File: config.mk
export PLATFORM = sky130hd
export DESIGN_NAME = pif_flags
export DESIGN_NICKNAME = d
export VERILOG_FILES = /design/src/verilog/pif_pkg.sv /design/src/verilog/pif_flags.sv
export VERILOG_INCLUDE_DIRS = /design/src /design/src/verilog
export SDC_FILE = /design/constraint.sdc
export NUM_CORES = 1
export LEC_CHECK = 0
export BUFFER_PORTS_ARGS = -buffer_cell sky130_fd_sc_hd__buf_2
export CORE_MARGIN = 4
export CORE_UTILIZATION = 60
export CTS_BUF_LIST = sky130_fd_sc_hd__clkbuf_2 sky130_fd_sc_hd__clkbuf_4 sky130_fd_sc_hd__clkbuf_8
export DETAILED_ROUTE_END_ITERATION = 6
export PLACE_DENSITY_LB_ADDON = 0.25
export SYNTH_ARGS = -nofsm -noshare
export SYNTH_HDL_FRONTEND = slang
export SYNTH_SLANG_ARGS = --single-unit
File: constraint.sdc
create_clock -name ref_clk -period 10.3 [get_ports ref_clk]
set_clock_uncertainty 0.1 [all_clocks]
set_input_delay 2.06 -clock ref_clk [delete_from_list [all_inputs] [get_ports ref_clk]]
set_output_delay 2.06 -clock ref_clk [all_outputs]
set_load 0.02 [all_outputs]
File: src/verilog/pif_defines.svh
// Constants of the peripheral interrupt status flag block.
// Assumes an 8-bit special function register port and an 8-bit secondary bus.
`ifndef PIF_DEFINES_SVH
`define PIF_DEFINES_SVH

// Special function register addresses
`define PIF_ADDR_PE 8'hae
`define PIF_ADDR_PORT 8'hc7
`define PIF_ADDR_LV 8'hd5

// Secondary bus addresses
`define PIF_ADDR_SEL1 8'h34
`define PIF_ADDR_SEL2 8'h35
`define PIF_ADDR_SEL3 8'h36
`define PIF_ADDR_SEL4 8'h37
`define PIF_ADDR_SEL5 8'h38
`define PIF_ADDR_CFG1 8'h39
`define PIF_ADDR_CFG2 8'h3a

// Reset values
`define PIF_RST_SEL1 8'h10
`define PIF_RST_SEL2 8'h00
`define PIF_RST_SEL3 8'h80
`define PIF_RST_SEL4 8'h00
`define PIF_RST_SEL5 8'h00
`define PIF_RST_CFG1 8'h55
`define PIF_RST_CFG2 8'h01
`define PIF_RST_FLAGS 8'h00

// Implemented bits; the rest read as zero
`define PIF_MASK_SEL3 8'h80
`define PIF_MASK_SEL4 8'h87
`define PIF_MASK_SEL5 8'h7f
`define PIF_MASK_CFG2 8'h07
`define PIF_MASK_LV 8'h03

// Field positions
`define PIF_BIT_PGB 7
`define PIF_BIT_TMC 6
`define PIF_BIT_P8 5
`define PIF_BIT_WDT 4
`define PIF_BIT_TMB 3
`define PIF_BIT_PGA 2
`define PIF_BIT_LCD 1
`define PIF_BIT_LED 0
`define PIF_BIT_RISE 1
`define PIF_BIT_FALL 0
`define PIF_BIT_SEL1_P8 0
`define PIF_PIN_P8 8

// Trigger polarity codes
`define PIF_POL_FALL 2'b01
`define PIF_POL_RISE 2'b10

`endif

File: src/verilog/pif_pkg.sv
// Types of the peripheral interrupt status flag block.
// Assumes one clock domain shared with the core and the event sources.
`default_nettype none
package pif_pkg;

  typedef struct packed {
    logic [7:0] addr;
    logic [7:0] wdata;
    logic wr;
    logic rd;
  } pif_bus_t;

  typedef struct packed {
    logic pulse_group_b;
    logic timer_c;
    logic watchdog;
    logic timer_b;
    logic pulse_group_a;
    logic lcd_scan;
    logic led_scan;
    logic supply_rise;
    logic supply_fall;
  } pif_evt_t;

  typedef struct packed {
    logic pulse_group_b_off;
    logic timer_c_config_wr;
    logic watchdog_control_wr;
    logic timer_b_config_wr;
    logic pulse_group_a_off;
    logic scan_start_wr;
  } pif_side_t;

  typedef struct packed {
    logic [7:0] pe;
    logic [7:0] port;
    logic [1:0] lv;
    logic [7:0] sel1;
    logic [7:0] sel2;
    logic [7:0] sel3;
    logic [7:0] sel4;
    logic [7:0] sel5;
    logic [7:0] cfg1;
    logic [7:0] cfg2;
    logic [8:0] pin_meta;
    logic [8:0] pin_sync;
    logic [8:0] pin_last;
    logic [7:0] sfr_rdata;
    logic [7:0] sec_rdata;
  } pif_state_t;

endpackage : pif_pkg
`default_nettype wire
File: src/verilog/pif_flags.sv
// Peripheral and port interrupt status flags with the port select registers.
// Assumes event and side-effect strobes come from logic on ref_clk;
// port pins are asynchronous and are synchronised here.
//
// Overview of operation
// Pulse group B event sets bit 7; write 0 or channel off clears it.
// Timer C event sets bit 6; write 0 or timer C config write clears.
// Port eight event sets bit 5; write 0 or its select written 0 clears.
// Watchdog event sets bit 4; write 0 or watchdog control write clears.
// Timer B event sets bit 3; write 0 or timer B config write clears.
// Pulse group A event sets bit 2; write 0 or channel off clears it.
// LCD scan event sets bit 1; write 0 or scan-start write clears it.
// LED scan event sets bit 0; write 0 or scan-start write clears it.
// Port status holds ports 7..0; write 0 or select written 0 clears.
// A flag reads 1 while pending; writing 0 to it clears it.
// Low-voltage status: bit 1 supply rise, bit 0 supply fall, rest zero.
// Select and trigger config registers sit on secondary bus 0x34..0x3a.
// Polarity field: 01 falling, 10 rising, 00 or 11 both edges.
// A select enable of 1 routes its pin to the interrupt, 0 disconnects.
// A set in the same cycle as a clear leaves the flag set.
`timescale 1ns/1ps
`default_nettype none
`include "pif_defines.svh"

module pif_flags
  import pif_pkg::*;
(
  // Clock and reset
  input wire logic ref_clk,
  input wire logic reset,
  // Special function register port
  input wire pif_bus_t sfr_bus,
  output logic [7:0] sfr_rdata,
  // Secondary bus
  input wire pif_bus_t sec_bus,
  output logic [7:0] sec_rdata,
  // Event sources and owner side effects
  input wire pif_evt_t evt,
  input wire pif_side_t side,
  // Port pins, bit 8 is port eight
  input wire logic [8:0] port_pin,
  // Flag and routing state
  output logic [7:0] peripheral_irq_status,
  output logic [7:0] port_irq_status,
  output logic [7:0] low_voltage_irq_status,
  output logic [8:0] port_route_en
);

  ////////////////////////////////////////////////////////////////////////////

  function automatic logic pif_trig(input logic [1:0] pol, input logic prev, input logic cur);
    case (pol)
      `PIF_POL_FALL: pif_trig = prev & ~cur;
      `PIF_POL_RISE: pif_trig = ~prev & cur;
      default: pif_trig = prev ^ cur;
    endcase
  endfunction : pif_trig

  function automatic logic pif_hit(input pif_bus_t bus, input logic [7:0] addr);
    pif_hit = bus.wr && (bus.addr == addr);
  endfunction : pif_hit

  pif_state_t s;
  pif_state_t next_s;
  logic [8:0] hit;
  logic [7:0] pe_set;
  logic [7:0] pe_clr;
  logic [7:0] port_clr;
  logic [1:0] lv_set;
  logic [1:0] lv_clr;

  ////////////////////////////////////////////////////////////////////////////
  // Pin routing and edge detection

  genvar gi;
  generate
    for (gi = 0; gi < 9; gi++) begin : g_port
      if (gi == `PIF_PIN_P8) begin : g_eight
        assign port_route_en[gi] = s.sel1[`PIF_BIT_SEL1_P8];
      end else begin : g_low
        assign port_route_en[gi] = s.sel2[gi];
      end
      // All port inputs share the group trigger field
      assign hit[gi] = port_route_en[gi] && pif_trig(s.cfg1[1:0], s.pin_last[gi], s.pin_sync[gi]);
    end
  endgenerate

  ////////////////////////////////////////////////////////////////////////////
  // Set and clear terms

  always_comb begin
    pe_set = {evt.pulse_group_b, evt.timer_c, hit[`PIF_PIN_P8], evt.watchdog,
              evt.timer_b, evt.pulse_group_a, evt.lcd_scan, evt.led_scan};
    lv_set = {evt.supply_rise, evt.supply_fall};
    pe_clr = 8'h00;
    port_clr = 8'h00;
    lv_clr = 2'b00;
    if (pif_hit(sfr_bus, `PIF_ADDR_PE)) begin
      pe_clr = ~sfr_bus.wdata;
    end
    if (pif_hit(sfr_bus, `PIF_ADDR_PORT)) begin
      port_clr = ~sfr_bus.wdata;
    end
    if (pif_hit(sfr_bus, `PIF_ADDR_LV)) begin
      lv_clr = ~sfr_bus.wdata[1:0];
    end
    if (side.pulse_group_b_off) begin
      pe_clr[`PIF_BIT_PGB] = 1'b1;
    end
    if (side.timer_c_config_wr) begin
      pe_clr[`PIF_BIT_TMC] = 1'b1;
    end
    if (pif_hit(sec_bus, `PIF_ADDR_SEL1) && !sec_bus.wdata[`PIF_BIT_SEL1_P8]) begin
      pe_clr[`PIF_BIT_P8] = 1'b1;
    end
    if (side.watchdog_control_wr) begin
      pe_clr[`PIF_BIT_WDT] = 1'b1;
    end
    if (side.timer_b_config_wr) begin
      pe_clr[`PIF_BIT_TMB] = 1'b1;
    end
    if (side.pulse_group_a_off) begin
      pe_clr[`PIF_BIT_PGA] = 1'b1;
    end
    if (side.scan_start_wr) begin
      pe_clr[`PIF_BIT_LCD] = 1'b1;
      pe_clr[`PIF_BIT_LED] = 1'b1;
    end
    if (pif_hit(sec_bus, `PIF_ADDR_SEL2)) begin
      port_clr = port_clr | ~sec_bus.wdata;
    end
  end

  ////////////////////////////////////////////////////////////////////////////
  // Next state

  always_comb begin
    next_s = s;
    next_s.pin_meta = port_pin;
    next_s.pin_sync = s.pin_meta;
    next_s.pin_last = s.pin_sync;
    // Set terms are ORed after the clear so an event is never lost
    next_s.pe = (s.pe & ~pe_clr) | pe_set;
    next_s.port = (s.port & ~port_clr) | hit[7:0];
    next_s.lv = (s.lv & ~lv_clr) | lv_set;
    if (sec_bus.wr) begin
      case (sec_bus.addr)
        `PIF_ADDR_SEL1: next_s.sel1 = sec_bus.wdata;
        `PIF_ADDR_SEL2: next_s.sel2 = sec_bus.wdata;
        `PIF_ADDR_SEL3: next_s.sel3 = sec_bus.wdata & `PIF_MASK_SEL3;
        `PIF_ADDR_SEL4: next_s.sel4 = sec_bus.wdata & `PIF_MASK_SEL4;
        `PIF_ADDR_SEL5: next_s.sel5 = sec_bus.wdata & `PIF_MASK_SEL5;
        `PIF_ADDR_CFG1: next_s.cfg1 = sec_bus.wdata;
        `PIF_ADDR_CFG2: next_s.cfg2 = sec_bus.wdata & `PIF_MASK_CFG2;
        default: next_s.cfg2 = s.cfg2;
      endcase
    end
    if (sfr_bus.rd) begin
      case (sfr_bus.addr)
        `PIF_ADDR_PE: next_s.sfr_rdata = s.pe;
        `PIF_ADDR_PORT: next_s.sfr_rdata = s.port;
        `PIF_ADDR_LV: next_s.sfr_rdata = {6'h00, s.lv};
        default: next_s.sfr_rdata = 8'h00;
      endcase
    end
    if (sec_bus.rd) begin
      case (sec_bus.addr)
        `PIF_ADDR_SEL1: next_s.sec_rdata = s.sel1;
        `PIF_ADDR_SEL2: next_s.sec_rdata = s.sel2;
        `PIF_ADDR_SEL3: next_s.sec_rdata = s.sel3;
        `PIF_ADDR_SEL4: next_s.sec_rdata = s.sel4;
        `PIF_ADDR_SEL5: next_s.sec_rdata = s.sel5;
        `PIF_ADDR_CFG1: next_s.sec_rdata = s.cfg1;
        `PIF_ADDR_CFG2: next_s.sec_rdata = s.cfg2;
        default: next_s.sec_rdata = 8'h00;
      endcase
    end
  end

  always_ff @(posedge ref_clk or posedge reset) begin
    if (reset) begin
      s.pe <= `PIF_RST_FLAGS;
      s.port <= `PIF_RST_FLAGS;
      s.lv <= 2'b00;
      s.sel1 <= `PIF_RST_SEL1;
      s.sel2 <= `PIF_RST_SEL2;
      s.sel3 <= `PIF_RST_SEL3;
      s.sel4 <= `PIF_RST_SEL4;
      s.sel5 <= `PIF_RST_SEL5;
      s.cfg1 <= `PIF_RST_CFG1;
      s.cfg2 <= `PIF_RST_CFG2;
      s.pin_meta <= 9'h000;
      s.pin_sync <= 9'h000;
      s.pin_last <= 9'h000;
      s.sfr_rdata <= 8'h00;
      s.sec_rdata <= 8'h00;
    end else begin
      s <= next_s;
    end
  end

  assign sfr_rdata = s.sfr_rdata;
  assign sec_rdata = s.sec_rdata;
  assign peripheral_irq_status = s.pe;
  assign port_irq_status = s.port;
  assign low_voltage_irq_status = {6'h00, s.lv} & `PIF_MASK_LV;
endmodule : pif_flags
`default_nettype wire

==> flow_summary_export.csv <==
group,metric,value,unit
sta,worst_slew_pin_slew,0.7172,ns
sta,final-max-slew-violation-count,0,
grt,groute.usage.overall,23.07,%
outcome,status,"completed",
sta,total_count_of_hold_check_failures_in_the_final_report,0,
die,die_h,99.50,um
yosys,syn_avg_cell_area,11.50,um2
yosys,post_synth_inst_count,437,
grt,antenna_found_initial,0,
die,design.portCount,111,
grt,grt_first_pass_wirelength,17840,um
yosys,post_synth_instance_area,5024,um2
placed_design,dp.cells,585,
placed_design,dp.final_hpwl,8091,um
die,dieArea,9900,um2
clocking,clk_root_buffer_cell,"clkbuf_8",
grt,grt.overflow.total,0,
yosys,ys.warnings.count,0,
layout,finish.utilization,66.50,%
critical_path,startpoint_type,"input port",
sta,report.final.setup_viol,0,
clocking,hold_buffers,0,
critical_path,crit_end,"port_route_en[0]",
clocking,cts_buffer_depth,2,
detailed_routing,viasPerCell,5.702,
detailed_routing,routed_length_per_placed_instance,18.09,um
die,core_area,8175,um2
critical_path,kind_of_critical_path,"input port to flop",
yosys,seq_area_frac_synth,49.99,%
grt,first_global_vias,3565,
clocking,cts_num_sinks,100,
layout,design.final.nets,573,
clocking,cts.clk_slew.worst_paths,0.09,ns
layout,antenna_cells_inserted,0,
yosys,ys_ff_latch,100,
placed_design,portBuffers,104,
detailed_routing,num_vias,3427,
sta,rsz0062_at_grt,"no",
layout,syn_to_final_growth,8.219,%
sta,final.min_clock_period,3.755,ns
sta,whs,0.2534,ns
die,start_util,61.45,%
critical_path,worst_r2r_endpoint,"port_irq_status[4]",
detailed_routing,detailedRoute.firstPassIterationCount,4,
clocking,worst_skew_pair.late_latency,0.36,ns
sta,max_slew_margin,52.19,%
detailed_routing,detail_route.wirelength,10870,um
run,cap_violations,0,
critical_path,cp_max_fo,14,
sta,achievable-frequency,0.2663,GHz
clocking,post_cts.resized_instances,0,
critical_path,worst_r2r_path_depth,6,
clocking,numCtsBuffers,9,
critical_path,required_time_at_the_worst_slack_endpoint,10.44,ns
grt,maximum_number_of_pins_on_one_net_before_global_route_repair,60,
detailed_routing,drt-initial-drc-count,158,
critical_path,end_kind,"flop",
hold_path,holdCritPathClass,"flop to flop",
yosys,number_of_different_library_cells_in_the_post_synthesis_netlist,49,
die,row_count,33,
placed_design,gpl.final_weighted_congestion,0.8993,
critical_path,regToRegSetupSlack,8.31,ns
critical_path,worstPathArrival,3.89,ns
detailed_routing,final_antenna_net_count,0,
critical_path,critical_path.startpoint,"sec_bus[13]",
clocking,cts_tree,"yes",
hold_path,min_from,"next_s[31]",
clocking,cts_setup_buffers,0,
layout,post_route_cells_drive_above_1_share,35.69,%
detailed_routing,post-route-drc-count,0,
sta,post-route-period-util,36.45,%
layout,fin_cells,601,
power_and_ir_drop,power.ir.vdd_worst,0.00009917,V
power_and_ir_drop,static-leakage-power,2.651,nW
clocking,ctsHtreeMaxLevel,3,
sta,totalNegativeSetupSlack,0,ns
critical_path,crit-reg2reg-launch,"s[51]",
yosys,synth_top_flop_cell,"dfrtp_1",
power_and_ir_drop,power_density,142.3,nW/um2
yosys,ys_async_sr_fraction,100.0,%
yosys,synth_enable_flop_cells,0,
die,die_w,99.50,um
-- final cells by class --
| class | instances | area (um2) |
|---|---|---|
| tap | 105 | 131.4 |
| fill | 660 | 2739 |
| timing repair buffer | 105 | 528.0 |
| inverter | 35 | 133.9 |
| clock inverter | 6 | 65.06 |
| sequential | 100 | 2511 |
| multi-input combinational | 240 | 1936 |
| clock buffer | 10 | 131.4 |
-- placed cells by master, fill, tap and decap left out, types with 2 or more instances in the layout --
cell and instances:
a21o_1 2, clkinv_4 2, a21oi_1 15, or2_1 2
conb_1 6, nand2_1 12, and2_1 4, a311oi_1 2
nand3_2 2, a22o_1 4, inv_1 34, o31ai_1 8
mux2i_1 5, a22oi_1 8, o32ai_1 6, o22ai_1 7
mux2_4 16, ha_1 20, dfrtp_1 93, or3b_2 2
nand3_1 3, buf_2 104, a221oi_1 15, nand4_1 2
dfstp_2 7, mux2_2 23, and3_1 2, clkinv_2 2
nor2_1 20, clkbuf_8 9, o21ai_0 18, nor2b_1 9
and2b_1 2, nand2b_1 11
-- registers in the layout (all words and copies together) (netlist names) --
| register | count |
|---|---|
| next_s | 18 |
| low_voltage_irq_status | 2 |
| s | 39 |
| port_route_en | 9 |
| sfr_rdata | 8 |
| peripheral_irq_status | 8 |
| sec_rdata | 8 |
| port_irq_status | 8 |
-- cells by family after synthesis --
group                      Yosys count  share of synthesized area (%)
AOI/OAI and AO/OA                   92                          12.78
adders and majority gates           20                          4.981
buffers and inverters              102                          11.86
DFF                                100                          49.99
muxes                               45                          11.38
other                                1                        0.07465
and+or+nand+nor                     77                          8.941
-- metal layers --
| layer | share of wire, % | wire length, um | track usage, % |
|---|---|---|---|
| met5 | 0 | 0 | 0 |
| met4 | 2.1 | 227 | 5.987 |
| met3 | 7.3 | 792 | 5.750 |
| met2 | 47 | 5077 | 36.67 |
| met1 | 44 | 4776 | 32.01 |
-- how the worst min path moves through the flow --
stage,to,slack (ns),cells past startpoint
detailed placement,next_s[23],0.23,0
CTS,next_s[23],0.26,0
floorplan,next_s[16],0.23,0
global route,next_s[19],0.26,0
global placement,next_s[23],0.23,0
finish,next_s[22],0.25,0
-- worst max-delay path, stage by stage --
cell and delay (ns):
buf_2 0.11, and2b_1 0.53, nand3_2 0.34, or2_1 0.49
mux2_4 0.36
-- synth_stat cells, drive strengths merged (2+ instances only) --
master	number	area [um2]
nor2	20	75.07
a21o	2	15.01
o32ai	6	52.55
o21ai	18	90.09
dfstp	7	183.9
buf	61	441.7
dfrtp	93	2327
a22o	4	35.03
or2	2	12.51
a22oi	8	60.06
mux2i	5	50.05
nand2	12	45.04
a221oi	15	131.4
and2b	2	15.01
mux2	39	499.2
a311oi	2	17.52
or3b	2	17.52
o22ai	7	43.79
nor2b	9	56.30
o31ai	8	60.06
inv	35	131.4
nand4	3	25.02
and4bb	2	25.02
nand2b	11	68.82
and3	2	12.51
a21oi	15	75.07
ha	20	250.2
nand3	5	35.03
clkbuf	6	22.52
and2	4	25.02
-- through the flow --
| stage | power (mW) | worst slack [ns] | cell area, um2 |
|---|---|---|---|
| floorplan | 0.5056 | 5.533 | 5042 |
| global placement | 0.5293 | 6.266 | 5240 |
| detailed placement | 0.5337 | 6.198 | 5240 |
| CTS | 0.7810 | 6.579 | 5436 |
| global route | 0.8106 | 6.470 | 5436 |
| finish | 0.7738 | 6.545 | 5436 |
-- power by group --
group          internal (mW)  switching (mW)
Combinational         0.0388          0.0595
Clock                  0.115           0.133
Sequential             0.413          0.0149
Total                  0.567           0.207
Power figures use the tool's default switching activity.
